--- src/hw/bpvd_pkg.sv ---
package bpvd_pkg;

    // Register word addresses on the Avalon-MM slave
    localparam logic [3:0]  REG_CMD_ADDR      = 4'h0;
    localparam logic [3:0]  REG_PF_BASE_ADDR  = 4'h1;
    localparam logic [3:0]  REG_PF_BHI_ADDR   = 4'h2;
    localparam logic [3:0]  REG_PF_LHI_ADDR   = 4'h3;
    localparam logic [3:0]  REG_BRCTL_ADDR    = 4'h4;
    localparam logic [3:0]  REG_STATUS_ADDR   = 4'h5;
    localparam logic [7:0]  PF_BASE_OFS       = 8'h24;
    localparam logic [7:0]  PF_LIMIT_OFS      = 8'h26;

    // Command register bits
    localparam int CMD_MEM_EN_BIT    = 1;
    localparam int CMD_MASTER_EN_BIT = 2;
    localparam int CMD_VGA_SNOOP_BIT = 5;
    // Bridge control bit
    localparam int BRCTL_VGA_BIT     = 3;

    // Prefetch window field layout and reset values
    localparam logic [3:0]  PF_LOW_NIBBLE    = 4'h1;
    localparam logic [11:0] PF_BASE_RST      = 12'h000;
    localparam logic [11:0] PF_LIMIT_RST     = 12'h000;
    localparam logic [31:0] PF_HI_RST        = 32'h0000_0000;
    localparam logic [19:0] PF_BASE_FILL     = 20'h0_0000;
    localparam logic [19:0] PF_LIMIT_FILL    = 20'hF_FFFF;

    // VGA decode ranges
    localparam logic [31:0] VGA_FB_LO        = 32'h000A_0000;
    localparam logic [31:0] VGA_FB_HI        = 32'h000B_FFFF;
    localparam logic [9:0]  VGA_IO_A_LO      = 10'h3B0;
    localparam logic [9:0]  VGA_IO_A_HI      = 10'h3BB;
    localparam logic [9:0]  VGA_IO_B_LO      = 10'h3C0;
    localparam logic [9:0]  VGA_IO_B_HI      = 10'h3DF;
    localparam logic [9:0]  VGA_PAL_MASK     = 10'h3C6;
    localparam logic [9:0]  VGA_PAL_WADDR    = 10'h3C8;
    localparam logic [9:0]  VGA_PAL_DATA     = 10'h3C9;

    // Bus command codes
    localparam logic [3:0] CMD_IO_RD   = 4'h2;
    localparam logic [3:0] CMD_IO_WR   = 4'h3;
    localparam logic [3:0] CMD_MEM_RD  = 4'h6;
    localparam logic [3:0] CMD_MEM_WR  = 4'h7;
    localparam logic [3:0] CMD_CFG_RD  = 4'hA;
    localparam logic [3:0] CMD_CFG_WR  = 4'hB;
    localparam logic [3:0] CMD_MEM_RM  = 4'hC;
    localparam logic [3:0] CMD_MEM_RL  = 4'hE;
    localparam logic [3:0] CMD_MEM_WI  = 4'hF;

    typedef enum logic [1:0] {
        BPVD_CLS_NONE    = 2'b00,
        BPVD_CLS_POSTED  = 2'b01,
        BPVD_CLS_DLY_WR  = 2'b11,
        BPVD_CLS_DLY_RD  = 2'b10
    } bpvd_class_t;

    typedef enum logic [1:0] {
        BPVD_ST_IDLE = 2'b00,
        BPVD_ST_WAIT = 2'b01,
        BPVD_ST_DONE = 2'b11
    } bpvd_dly_st_t;

    // Transaction presented for decode
    typedef struct packed {
        logic        valid;
        logic        from_sec;
        logic [3:0]  cmd;
        logic        dac;
        logic [63:0] addr;
        logic [3:0]  be_n;
    } bpvd_req_t;

    // Decode result
    typedef struct packed {
        logic        claim;
        logic        fwd_down;
        logic        fwd_up;
        logic        prefetch;
        logic        single_phase;
        logic        retry;
        bpvd_class_t cls;
        logic [3:0]  be_n;
        logic        devsel;
    } bpvd_dec_t;

endpackage : bpvd_pkg

--- src/hw/bpvd_bridge_decode.sv ---
// The Avalon-MM register port was left to the implementer.
`timescale 1ns/1ps
// Operation
// - Prefetch memory reads in window, except VGA-mode frame buffer reads
// - Claim primary memory hits, pass downstream
// - Ignore secondary memory hits in window
// - Outside window: primary ignored, secondary upstream
// - 64-bit compare, SAC upper bits zero
// - SAC downstream only if upper base zero
// - Base 24h, limit 26h, low nibble 1h
// - Base low bits zeros, limit ones
// - Reset window is bottom 1MB block
// - Window off when 64-bit base exceeds limit
// - VGA mode forwards frame buffer and I/O
// - VGA mode ignores secondary VGA accesses
// - Frame buffer A0000h through BFFFFh
// - Frame buffer reads single phase, BEs kept
// - VGA I/O ranges, 1KB alias, high zero
// - VGA BIOS region not decoded
// - Snoop claims palette writes, forwards downstream
// - VGA plus snoop equals VGA only
// - Memory writes are posted
// - I/O, config writes retried and delayed; config writes are never claimed here
// - All reads retried and delayed; config reads are never claimed here
// - Delayed write response stored, returned
// - Memory enable downstream, master enable upstream
module bpvd_bridge_decode (
    input  wire logic                ref_clk,
    input  wire logic                reset_n,
    input  wire logic [3:0]          avs_address,
    input  wire logic                avs_read,
    input  wire logic                avs_write,
    input  wire logic [31:0]         avs_writedata,
    input  wire logic [3:0]          avs_byteenable,
    output logic [31:0]              avs_readdata,
    output logic                     avs_waitrequest,
    output logic [1:0]               avs_response,
    input  wire bpvd_pkg::bpvd_req_t req_in,
    input  wire logic                tgt_done,
    input  wire logic [1:0]          tgt_resp,
    output bpvd_pkg::bpvd_dec_t      dec_out,
    output logic                     dly_wr_resp_valid,
    output logic [1:0]               dly_wr_resp
);
    import bpvd_pkg::*;

    logic        rst_s1_ff;
    logic        rst_s2_ff;
    logic [15:0] cmd_ff;
    logic [11:0] pf_base_ff;
    logic [11:0] pf_limit_ff;
    logic [31:0] pf_base_hi_ff;
    logic [31:0] pf_limit_hi_ff;
    logic [15:0] brctl_ff;
    logic        ack_ff;
    logic        wait_ff;
    logic [31:0] rdata_ff;
    logic [1:0]  resp_ff;
    bpvd_dec_t   dec_ff;
    bpvd_dly_st_t dly_st_ff;
    logic [1:0]  dly_resp_ff;
    logic        dly_vld_ff;
    logic [7:0]  hit_cnt_ff;

    always_ff @(posedge ref_clk or negedge reset_n) begin
        if (!reset_n) begin
            rst_s1_ff <= 1'b0;
            rst_s2_ff <= 1'b0;
        end else begin
            rst_s1_ff <= 1'b1;
            rst_s2_ff <= rst_s1_ff;
        end
    end

    // Avalon slave: one wait cycle, then acknowledge
    logic acc;
    logic [31:0] wmask;
    logic [31:0] rd_mux;
    assign acc = (avs_read | avs_write) & ~ack_ff;
    assign wmask = {{8{avs_byteenable[3]}}, {8{avs_byteenable[2]}},
                    {8{avs_byteenable[1]}}, {8{avs_byteenable[0]}}};

    function automatic logic [31:0] merge(input logic [31:0] old,
                                          input logic [31:0] nw,
                                          input logic [31:0] m);
        merge = (old & ~m) | (nw & m);
    endfunction : merge

    logic [31:0] nxt_pf;
    assign nxt_pf = merge({pf_limit_ff, PF_LOW_NIBBLE,
                           pf_base_ff, PF_LOW_NIBBLE},
                          avs_writedata, wmask);

    // Writes land at the edge that sees waitrequest low
    always_ff @(posedge ref_clk or negedge rst_s2_ff) begin
        if (!rst_s2_ff) begin
            cmd_ff   <= 16'h0000;
            brctl_ff <= 16'h0000;
        end else if (avs_write && ack_ff) begin
            case (avs_address)
                REG_CMD_ADDR: begin
                    cmd_ff <= 16'(merge({16'h0000, cmd_ff},
                                        avs_writedata, wmask));
                end
                REG_BRCTL_ADDR: begin
                    brctl_ff <= 16'(merge({16'h0000, brctl_ff},
                                          avs_writedata, wmask));
                end
                default: begin
                end
            endcase
        end
    end

    // Window registers; fixed low nibbles are never stored
    always_ff @(posedge ref_clk or negedge rst_s2_ff) begin
        if (!rst_s2_ff) begin
            pf_base_ff     <= PF_BASE_RST;
            pf_limit_ff    <= PF_LIMIT_RST;
            pf_base_hi_ff  <= PF_HI_RST;
            pf_limit_hi_ff <= PF_HI_RST;
        end else if (avs_write && ack_ff) begin
            case (avs_address)
                REG_PF_BASE_ADDR: begin
                    pf_base_ff  <= nxt_pf[15:4];
                    pf_limit_ff <= nxt_pf[31:20];
                end
                REG_PF_BHI_ADDR: begin
                    pf_base_hi_ff <= merge(pf_base_hi_ff,
                                           avs_writedata, wmask);
                end
                REG_PF_LHI_ADDR: begin
                    pf_limit_hi_ff <= merge(pf_limit_hi_ff,
                                            avs_writedata, wmask);
                end
                default: begin
                end
            endcase
        end
    end

    always_comb begin
        case (avs_address)
            REG_CMD_ADDR:     rd_mux = {16'h0000, cmd_ff};
            REG_PF_BASE_ADDR: rd_mux = {pf_limit_ff, PF_LOW_NIBBLE,
                                        pf_base_ff, PF_LOW_NIBBLE};
            REG_PF_BHI_ADDR:  rd_mux = pf_base_hi_ff;
            REG_PF_LHI_ADDR:  rd_mux = pf_limit_hi_ff;
            REG_BRCTL_ADDR:   rd_mux = {16'h0000, brctl_ff};
            REG_STATUS_ADDR:  rd_mux = {14'h0000, dly_st_ff, 8'h00,
                                        hit_cnt_ff};
            default:          rd_mux = 32'h0000_0000;
        endcase
    end

    // Acknowledge drops after one cycle; a request still held is taken again two cycles later
    always_ff @(posedge ref_clk or negedge rst_s2_ff) begin
        if (!rst_s2_ff) begin
            ack_ff <= 1'b0;
        end else begin
            ack_ff <= acc;
        end
    end

    // Own flop keeps waitrequest high through reset
    always_ff @(posedge ref_clk or negedge rst_s2_ff) begin
        if (!rst_s2_ff) begin
            wait_ff <= 1'b1;
        end else begin
            wait_ff <= ~acc;
        end
    end

    // Read data is zero outside the acknowledge cycle
    always_ff @(posedge ref_clk or negedge rst_s2_ff) begin
        if (!rst_s2_ff) begin
            rdata_ff <= 32'h0000_0000;
        end else begin
            rdata_ff <= acc ? rd_mux : 32'h0000_0000;
        end
    end

    // Unmapped addresses answer with a decode error
    always_ff @(posedge ref_clk or negedge rst_s2_ff) begin
        if (!rst_s2_ff) begin
            resp_ff <= 2'b00;
        end else begin
            resp_ff <= (acc && avs_address > REG_STATUS_ADDR) ?
                       2'b11 : 2'b00;
        end
    end

    assign avs_readdata    = rdata_ff;
    assign avs_waitrequest = wait_ff;
    assign avs_response    = resp_ff;

    // Window decode
    logic [63:0] pf_lo64;
    logic [63:0] pf_hi64;
    logic [63:0] addr64;
    logic        pf_en;
    logic        pf_hit;
    logic        vga_mode;
    logic        vga_snoop;
    logic        is_mem;
    logic        is_io;
    logic        is_wr;
    logic        is_rd;
    logic        io_low64k;
    logic [9:0]  io_a;
    logic        vga_fb_hit;
    logic        vga_io_hit;
    logic        pal_hit;

    // expand base with zeros, limit with ones
    assign pf_lo64 = {pf_base_hi_ff, pf_base_ff, PF_BASE_FILL};
    assign pf_hi64 = {pf_limit_hi_ff, pf_limit_ff, PF_LIMIT_FILL};
    // SAC compared with upper half zero
    assign addr64  = req_in.dac ? req_in.addr
                                : {32'h0000_0000, req_in.addr[31:0]};
    assign pf_en   = pf_lo64 <= pf_hi64;
    assign pf_hit  = pf_en && addr64 >= pf_lo64 && addr64 <= pf_hi64;

    assign vga_mode  = brctl_ff[BRCTL_VGA_BIT];
    // snoop is moot under VGA mode
    assign vga_snoop = cmd_ff[CMD_VGA_SNOOP_BIT] & ~vga_mode;

    assign is_mem = req_in.cmd inside {CMD_MEM_RD, CMD_MEM_WR, CMD_MEM_RM,
                                       CMD_MEM_RL, CMD_MEM_WI};
    assign is_io  = req_in.cmd inside {CMD_IO_RD, CMD_IO_WR};
    assign is_wr  = req_in.cmd inside {CMD_MEM_WR, CMD_MEM_WI, CMD_IO_WR,
                                       CMD_CFG_WR};
    assign is_rd  = req_in.cmd inside {CMD_MEM_RD, CMD_MEM_RM, CMD_MEM_RL,
                                       CMD_IO_RD, CMD_CFG_RD};

    assign io_low64k = req_in.addr[31:16] == 16'h0000 && !req_in.dac;
    assign io_a      = req_in.addr[9:0];
    assign vga_fb_hit = is_mem && !req_in.dac &&
                        req_in.addr[31:0] >= VGA_FB_LO &&
                        req_in.addr[31:0] <= VGA_FB_HI;
    assign vga_io_hit = is_io && io_low64k &&
                        ((io_a >= VGA_IO_A_LO && io_a <= VGA_IO_A_HI) ||
                         (io_a >= VGA_IO_B_LO && io_a <= VGA_IO_B_HI));
    assign pal_hit = req_in.cmd == CMD_IO_WR && io_low64k &&
                     (io_a == VGA_PAL_MASK || io_a == VGA_PAL_WADDR ||
                      io_a == VGA_PAL_DATA);

    bpvd_dec_t nxt_dec;
    always_comb begin
        logic vga_any;
        logic down;
        logic up;
        nxt_dec = '0;
        vga_any = 1'b0;
        down    = 1'b0;
        up      = 1'b0;
        if (vga_mode && (vga_fb_hit || vga_io_hit)) begin
            vga_any = 1'b1;
        end
        if (!req_in.from_sec) begin
            down = is_mem && pf_hit && cmd_ff[CMD_MEM_EN_BIT] &&
                   (req_in.dac || pf_base_hi_ff == PF_HI_RST);
            if (vga_any && (vga_io_hit || cmd_ff[CMD_MEM_EN_BIT])) begin
                down = 1'b1;
            end
            if (vga_snoop && pal_hit) begin
                down = 1'b1;
            end
        end else begin
            up = (is_mem || is_io) && !pf_hit && !vga_any &&
                 cmd_ff[CMD_MASTER_EN_BIT];
        end
        nxt_dec.fwd_down = req_in.valid && down;
        nxt_dec.fwd_up   = req_in.valid && up;
        nxt_dec.claim    = nxt_dec.fwd_down || nxt_dec.fwd_up;
        nxt_dec.devsel   = nxt_dec.claim;
        // prefetch downstream memory reads in window
        // A frame buffer hit in VGA mode overrides the window
        nxt_dec.prefetch = nxt_dec.fwd_down && is_rd && is_mem &&
                           pf_hit && !(vga_any && vga_fb_hit);
        nxt_dec.single_phase = nxt_dec.fwd_down && is_rd &&
                               vga_any && vga_fb_hit;
        nxt_dec.be_n     = req_in.be_n;
        if (!nxt_dec.claim) begin
            nxt_dec.cls = BPVD_CLS_NONE;
        end else if (req_in.cmd == CMD_MEM_WR ||
                     req_in.cmd == CMD_MEM_WI) begin
            nxt_dec.cls = BPVD_CLS_POSTED;
        end else if (is_wr) begin
            nxt_dec.cls = BPVD_CLS_DLY_WR;
        end else begin
            nxt_dec.cls = BPVD_CLS_DLY_RD;
        end
        nxt_dec.retry = nxt_dec.claim && nxt_dec.cls != BPVD_CLS_POSTED;
    end

    // Result trails req_in by one cycle
    always_ff @(posedge ref_clk or negedge rst_s2_ff) begin
        if (!rst_s2_ff) begin
            dec_ff <= '0;
        end else begin
            dec_ff <= nxt_dec;
        end
    end

    // Claim counter wraps; software reads it as an activity gauge
    always_ff @(posedge ref_clk or negedge rst_s2_ff) begin
        if (!rst_s2_ff) begin
            hit_cnt_ff <= 8'h00;
        end else if (nxt_dec.claim) begin
            hit_cnt_ff <= hit_cnt_ff + 8'h01;
        end
    end

    assign dec_out = dec_ff;

    // delayed write response held then returned
    always_ff @(posedge ref_clk or negedge rst_s2_ff) begin
        if (!rst_s2_ff) begin
            dly_st_ff   <= BPVD_ST_IDLE;
            dly_resp_ff <= 2'b00;
            dly_vld_ff  <= 1'b0;
        end else begin
            dly_vld_ff <= 1'b0;
            case (dly_st_ff)
                BPVD_ST_IDLE: begin
                    if (nxt_dec.cls == BPVD_CLS_DLY_WR) begin
                        dly_st_ff <= BPVD_ST_WAIT;
                    end
                end
                BPVD_ST_WAIT: begin
                    if (tgt_done) begin
                        dly_resp_ff <= tgt_resp;
                        dly_st_ff   <= BPVD_ST_DONE;
                    end
                end
                BPVD_ST_DONE: begin
                    dly_vld_ff <= 1'b1;
                    dly_st_ff  <= BPVD_ST_IDLE;
                end
                default: begin
                    dly_st_ff <= BPVD_ST_IDLE;
                end
            endcase
        end
    end

    assign dly_wr_resp_valid = dly_vld_ff;
    assign dly_wr_resp       = dly_resp_ff;

endmodule : bpvd_bridge_decode

--- config.mk ---
export PLATFORM = sky130hd
export DESIGN_NAME = bpvd_bridge_decode
export DESIGN_NICKNAME = d
export VERILOG_FILES = /design/src/hw/bpvd_pkg.sv /design/src/hw/bpvd_bridge_decode.sv
export SDC_FILE = /design/constraint.sdc
export NUM_CORES = 1
export LEC_CHECK = 0
export BUFFER_PORTS_ARGS = -buffer_cell sky130_fd_sc_hd__buf_2
export CAP_MARGIN = 20
export CORE_AREA = 2 2 140 142
export DETAILED_ROUTE_END_ITERATION = 7
export DIE_AREA = 0 0 142 144
export PLACE_DENSITY_LB_ADDON = 0.25
export REMOVE_ABC_BUFFERS = 1
export SLEW_MARGIN = 20
export SYNTH_ARGS = -nofsm -noshare
export SYNTH_HDL_FRONTEND = slang
export SYNTH_SLANG_ARGS = --single-unit
export TNS_END_PERCENT = 1
--- constraint.sdc ---
create_clock -name ref_clk -period 7.55 [get_ports ref_clk]
set_input_delay 1.51 -clock ref_clk [delete_from_list [all_inputs] [get_ports ref_clk]]
set_output_delay 1.51 -clock ref_clk [all_outputs]
set_load 0.01 [all_outputs]
After elaboration in Yosys (flattened, before gate mapping)
Index checks and enable logic that the tools add are counted.

word-level totals
  flip-flop bits (word level) = 183
  output and inout bits = 51
  word-level logic and storage cells = 153

operators by class
  $add $sub $neg = 1
  $lt $le $gt $ge = 10
  eq/ne operators = 23
  mux-type cells = 16
  bitwise operators = 18
  reduce and logical (&&, ||, !) cells = 61

operators by type and width
  cell                    number
  $pmux W32 S6            1
  $and A32 B32 Y32        4
  $le A64 B64 Y1          2
  $or A32 B32 Y32         3
  $ge A64 B64 Y1          1
  $mux W64                1
  $logic_and A1 B1 Y1     33
  $and A16 B16 Y16        2
  $ge A32 B20 Y1 const B  1
  $le A32 B20 Y1 const B  1
  $logic_not A32 Y1       1
  $mux W32                1
  $not A32 Y32            1
  $or A16 B16 Y16         2
  $eq A10 B10 Y1 const B  3
  $eq A4 B4 Y1 const B    5
  $ge A10 B10 Y1 const B  2
  $le A10 B10 Y1 const B  2
  $eq A4 B2 Y1 const B    4
  $eq A4 B3 Y1 const B    4
  $logic_not A16 Y1       1
  $reduce_and A2 Y1       7
  $mux W2                 5
  $reduce_bool A5 Y1      2
  18 further kinds        40

Logic depth before layout (Yosys ltp)
Gate-level depths: netlist of the first run.

  depth after elaboration = 18
  gate-level depth with buffers = 15
  depth with buffers taken out = 12

Least setup slack after synthesis of the first run
OpenSTA, ideal clock, no wires.

  path type = input to register
  from = input req_in[68] (netlist name)
  to = register hit_cnt_ff[1]
  library setup time = 0.125 ns
  data arrival time = 4.581 ns
  required time = 7.425 ns
  slack = 2.844 ns
  stages on the path = 15
  path buffers = 3
  path through = buf_2 > clkbuf_1 > and2_1 > ha_1 > nand4_1 > or2_4 > a2111oi_4 > o31ai_1 > a211o_1 > o211a_2 > o41a_4 > and2_1 > buf_4 > inv_4 > mux2_4

RTL lines
  element               RTL line                   text
  from (decl)           bpvd_bridge_decode.sv:38   input wire bpvd_pkg::bpvd_req_t req_in,
  to (signal assigned)  bpvd_bridge_decode.sv:311  hit_cnt_ff <= hit_cnt_ff + 8'h01;
  to (decl)             bpvd_bridge_decode.sv:63   logic [7:0] hit_cnt_ff;

==> impl_metrics.json, run 1 <==
{
  "status": "finished, violations left",
  "fin_tns_setup_ps": 0,
  "crit_top_cell": "a21o_1",
  "grt_max_degree": 79,
  "area_growth_pct": 15.8,
  "pin_count": 173,
  "yosys_warnings": 0,
  "post-cts-setup-buffers": 0,
  "layout.nets": 1546,
  "cts_tree": "yes",
  "fillers": 1573,
  "postCtsResizedCells": 0,
  "drc": 1,
  "timing.final.crit_period_ps": 5040,
  "hp-class": "reg2async",
  "rows": 51,
  "vias": 9540,
  "cts-hold-fix-buffers": 0,
  "crit_slowest_cell": "a2111oi_0",
  "p_leak_nw": 6.19,
  "power_density_mw_per_mm2": 236,
  "critical_path.cell_chain": "buf_2, and2_1, ha_1, a21o_1, a21o_1, a21o_1, a2111oi_0, a211o_1, o211a_2, o41a_4, and2_1, inv_4, mux2_4",
  "routedWlPerCell_um": 20.4,
  "clockRootBuffer": "clkbuf_16",
  "coreArea_mm2": 0.0191,
  "htree_levels": 4,
  "fmax_mhz": 198,
  "die_area_mm2": 0.0204,
  "critPathRequiredTime_ps": 7880,
  "die_x_um": 142,
  "fin_skew_ps": 13.0,
  "synthArstFlopShare": 1.00,
  "critPathTopFamily": "compound AO/OA/AOI/OAI gates",
  "crit_path_end_kind": "register",
  "report.final.slew_viol_count": 0,
  "io_buffers": 172,
  "maxCapViolCount": 0,
  "cts_buffers": 17,
  "synth-seq-cells": 182,
  "syn-cell-area_mm2": 0.0107,
  "crit_buf_inv": 2,
  "vias_per_cell": 6.17,
  "crit_arrival_ps": 5370,
  "ys_types": 68,
  "grt_usage": 0.317,
  "firstDrtPassIters": 8,
  "cts.sinks": 182,
  "avgSynthCellArea_um2": 9.50,
  "dp_hpwl_um": 23900,
  "rsz0062_at_grt": "no",
  "totalWireLength_um": 31600,
  "postRouteAntennaNets": 0,
  "clk_latency_ps": 450,
  "ir_drop_uv": 146,
  "crit_type": "in2reg",
  "finalCritPeriodShare": 0.668,
  "crit_fanout": 39,
  "grt_pass1_wl_um": 49300,
  "clock_path_buffers": 2,
  "worst_pin_slew_ps": 1070,
  "critPathMaxStageDelay_ps": 940,
  "yosysSeqAreaShare": 0.424,
  "antenna_found_initial": 1,
  "slew_headroom": 0.268,
  "startpoint_type": "input port",
  "synthFlopType": "dfrtp_1",
  "setup_violations": 0,
  "syn_inst": 1130,
  "synth_edf_count": 0,
  "drt_iter0_drc": 988,
  "hold_viol_final": 0,
  "initial_utilization": 0.563,
  "die_h_um": 144,
  "finalNonFillerCells": 1546,
  "gp_congestion": 0.988,
  "dpl.cell_count": 1513,
  "grt_overflow": 0,
  "drive_gt1_frac": 0.207,
  "clk_pin_slew_worst_paths_ps": 70,
  "grt_pass1_vias": 9256,
  "failed_checks": "DRC"
}
## routing by layer
metal	up-vias	GRT usage	part of all wire
met3	84	0.0430	0.075
met1	4582	0.419	0.42
met4	0	0.131	0.035
li1	4420	-	-
met2	454	0.528	0.47
met5	-	0	0
## cell families (layout without fill, tap and decap cells)
| group | after synthesis | in the layout | synth area share |
|---|---|---|---|
| XOR/XNOR | 7 | 7 | 0.00571 |
| multiplexers | 37 | 37 | 0.0392 |
| AO/OA/AOI/OAI | 297 | 297 | 0.175 |
| flip-flops | 182 | 182 | 0.424 |
| other | 1 | 2 | 0.000349 |
| buffers and inverters | 136 | 313 | 0.0490 |
| AND/OR/NAND/NOR | 340 | 340 | 0.155 |
| adder cells (fa/ha/maj) | 130 | 130 | 0.152 |
## stage by stage
stage	utilization	worst slack [ps]	hold WS [ps]	total power (W)	cell area, um^2
3_5_place_dp	0.620	2150	329	0.00202	11800
2_1_floorplan	-	2100	331	0.00173	10600
5_1_grt	0.652	2430	361	0.00309	12400
4_1_cts	0.651	2600	336	0.00292	12400
6_report	0.652	2510	316	0.00294	12400
3_3_place_gp	0.620	2270	322	0.00199	11800
## synthesized netlist by cell type, drive strengths merged, types with 3 or more instances
master   instances  area (um^2)
dfrtp          181         4530
nand2          138          518
ha             130         1630
o21ai          113          566
inv            102          385
a21oi           61          305
nor2            59          221
a22oi           40          300
mux2            37          420
and2            33          206
clkbuf          30          113
nand4           30          188
nor4            22          144
a31oi           19          119
nand3           16         85.1
a222oi          12          120
a21o            11         82.6
nor3            11         55.1
a211oi           7         52.6
a221oi           5         50.0
or2              5         33.8
xor2             5         43.8
a2111oi          4         53.8
buf              4         27.5
nand2b           4         25.0
a211o            3         26.3
and3             3         18.8
nor2b            3         18.8
o2111ai          3         26.3
or4              3         22.5
## cell usage in the layout (no fill, tap or decap), drive strengths merged, types with 4 or more instances in the layout
| cell type | netlist | final |
|---|---|---|
| clkbuf | 30 | 20 |
| nor2 | 59 | 59 |
| a211oi | 7 | 7 |
| a22oi | 40 | 40 |
| mux2 | 37 | 37 |
| nand2 | 138 | 138 |
| or2 | 5 | 5 |
| a2111oi | 4 | 4 |
| nor3 | 11 | 11 |
| buf | 4 | 179 |
| a222oi | 12 | 12 |
| a221oi | 5 | 5 |
| a21o | 11 | 11 |
| o21ai | 113 | 113 |
| inv | 102 | 109 |
| nand3 | 16 | 16 |
| nand2b | 4 | 4 |
| nor4 | 22 | 22 |
| xor2 | 5 | 5 |
| dfrtp | 181 | 181 |
| and2 | 33 | 33 |
| nand4 | 30 | 30 |
| a21oi | 61 | 61 |
| a31oi | 19 | 19 |
| ha | 130 | 130 |
## worst paths after layout
check	startpoint	endpoint	slack [ps]	depth (start not counted)
max in group asynchronous	rst_s2_ff$_DFF_PN0_	async pin	5810	1
worst max register to register	register	hit_cnt_ff[1]$_DFFE_PN0N_	3740	12
worst min register to register	rst_s2_ff$_DFF_PN0_	avs_readdata[7]$_DFF_PN0_	320	0
min in group ref_clk	rst_s1_ff$_DFF_PN0_	rst_s2_ff$_DFF_PN0_	350	0
worst min-delay path	rst_s2_ff$_DFF_PN0_	avs_readdata[7]$_DFF_PN0_	320	0
worst max-delay path	req_in[68]	hit_cnt_ff[1]$_DFFE_PN0N_	2510	13
## worst reg2reg max path: cells and delay by family (launching register included)
kind,cells,cell delay (ps)
fa+ha+maj,1,320
simple gates,1,350
flops,1,430
mux,1,300
buf+inv,2,160
compound gates,7,2160
## cell type report
class	count	area [um^2]	area share
antenna	1	2.50	0.000201
clock buffer	20	457	0.0367
clock inverter	12	136	0.0110
inverter	102	385	0.0310
multi-input combinational	812	5680	0.457
sequential	182	4560	0.367
tap	238	298	0.0240
timing repair buffer	179	913	0.0735
## report_power, final
group          switching, W  total, W  internal (W)  leakage [nW]
clock network      0.000422  0.000908      0.000486         0.285
logic              0.000470  0.000780      0.000310          3.73
registers          0.000132   0.00125       0.00112          2.17
total               0.00102   0.00294       0.00191          6.19
No activity file was read; power rests on OpenSTA's default activity.
==> inputs of run 2 (changes only) <==
Clock period 7.55 ns to 4.8 ns, I/O delays scaled along.
==> impl_metrics.json, run 2 (synthesis gave the netlist of run 1 again) <==
{
  "drt_iter0_drc": 1067,
  "crit_fanout": 39,
  "die_area_mm2": 0.0204,
  "mostFrequentLayoutCells": "dfrtp_1, buf_2, nand2_1, ha_1, o21ai_0",
  "clock_path_buffers": 2,
  "whs_ps": 283,
  "grt_usage": 0.315,
  "timing.rr.end": "hit_cnt_ff[1]$_DFFE_PN0N_",
  "rsz0062_at_grt": "no",
  "crit_path_end_kind": "register",
  "cts-hold-fix-buffers": 0,
  "hp-class": "in2async",
  "grt_pass1_vias": 9395,
  "slew_headroom": 0.309,
  "layout.nets": 1552,
  "hold_viol_final": 0,
  "firstDrtPassIters": 6,
  "io_buffers": 172,
  "cts_tree": "yes",
  "dp_hpwl_um": 23600,
  "r2r_cells": 12,
  "initial_utilization": 0.563,
  "drc": 0,
  "die_x_um": 142,
  "pin_count": 173,
  "power_density_mw_per_mm2": 370,
  "grt_overflow": 0,
  "fmax_mhz": 243,
  "gp_congestion": 0.947,
  "regArea_mm2": 0.00456,
  "routedWlPerCell_um": 20.0,
  "post-cts-setup-buffers": 0,
  "vias": 9508,
  "crit_path_start": "req_in[68]",
  "drive_gt1_frac": 0.209,
  "worst_pin_slew_ps": 1030,
  "multi_input_area_mm2": 0.00568,
  "grt_max_degree": 181,
  "grt_pass1_wl_um": 49400,
  "p_leak_nw": 6.23,
  "report.final.slew_viol_count": 0,
  "clk_pin_slew_worst_paths_ps": 80,
  "fillers": 1585,
  "totalWireLength_um": 31000,
  "r2r_slack_ps": 1290,
  "area_growth_pct": 16.4,
  "die_h_um": 144,
  "crit_type": "in2reg",
  "htree_levels": 4,
  "endpoint": "hit_cnt_ff[1]$_DFFE_PN0N_",
  "cts_buffers": 17,
  "fin_tns_setup_ps": 0,
  "crit_arrival_ps": 4440,
  "fin_skew_ps": 13.9,
  "status": "finished, final reports clean",
  "postCtsResizedCells": 0,
  "antenna_found_initial": 1,
  "clk_latency_ps": 440,
  "ir_drop_uv": 268,
  "maxCapViolCount": 0,
  "vias_per_cell": 6.13,
  "cts.sinks": 182,
  "setup_violations": 0,
  "timing.final.crit_period_ps": 4110,
  "final_util": 0.655,
  "layout_commonest_cell": "dfrtp_1",
  "critPathRequiredTime_ps": 5130,
  "clockRootBuffer": "clkbuf_16",
  "coreArea_mm2": 0.0191,
  "startpoint_type": "input port",
  "postRouteAntennaNets": 0,
  "finalCritPeriodShare": 0.857,
  "rows": 51
}
==> run 2: cell types whose count changed in the layout (fill, tap and decap cells not counted), sizes merged <==
| cell | change |
|---|---|
| buf | +6 |
| clkinv | +1 |
| bufinv | +1 |
| clkinvlp | -1 |
| clkbuf | -1 |
==> run 2: layout make-up <==
class,count,share of cell area
antenna,1,0.000200
clock buffer,19,0.0354
clock inverter,13,0.0128
inverter,102,0.0308
multi-input combinational,812,0.454
sequential,182,0.365
tap,238,0.0238
timing repair buffer,185,0.0777
==> run 2: power breakdown <==
group          switching, W  internal, W  leakage (nW)  total, W
sequential         0.000201      0.00176          2.17   0.00196
clock              0.000644     0.000799         0.293   0.00144
combinational      0.000731     0.000487          3.77   0.00122
total               0.00158      0.00304          6.23   0.00462
==> run 2: worst min-delay path by stage <==
stage | to | cells past startpoint
2_1_floorplan | rst_s2_ff$_DFF_PN0_ | 0
3_3_place_gp | rst_s2_ff$_DFF_PN0_ | 0
3_5_place_dp | rst_s2_ff$_DFF_PN0_ | 0
4_1_cts | rst_s2_ff$_DFF_PN0_ | 1
5_1_grt | rst_s2_ff$_DFF_PN0_ | 1
6_report | rst_s2_ff$_DFF_PN0_ | 1
==> run 2: worst max-delay path, cell delays in order <==
cell and delay [ps]:
buf_2 490, and2_1 250, ha_1 250, a21o_1 160, a21o_1 180, a21o_1 170, a2111oi_0 590, buf_4 220
a211o_1 140, o211a_2 240, o41a_4 240, and2_1 210, inv_4 50, mux2_4 280
==> run 2: stage by stage <==
step           setup WS [ps]  total power [W]  instance area, um^2  instances
2_1_floorplan           -645          0.00272                10600       1096
3_3_place_gp             340          0.00312                11900       1518
3_5_place_dp             258          0.00317                11900       1518
4_1_cts                  730          0.00462                12500       1550
5_1_grt                  537          0.00489                12500       1552
6_report                 688          0.00462                12500       1552
==> run 2: routing by layer <==
metal | share of wire | vias up | GRT usage
met5 | 0 | - | 0
met4 | 0.034 | 0 | 0.123
met3 | 0.081 | 76 | 0.0593
met2 | 0.47 | 444 | 0.527
met1 | 0.41 | 4571 | 0.409
li1 | - | 4417 | -
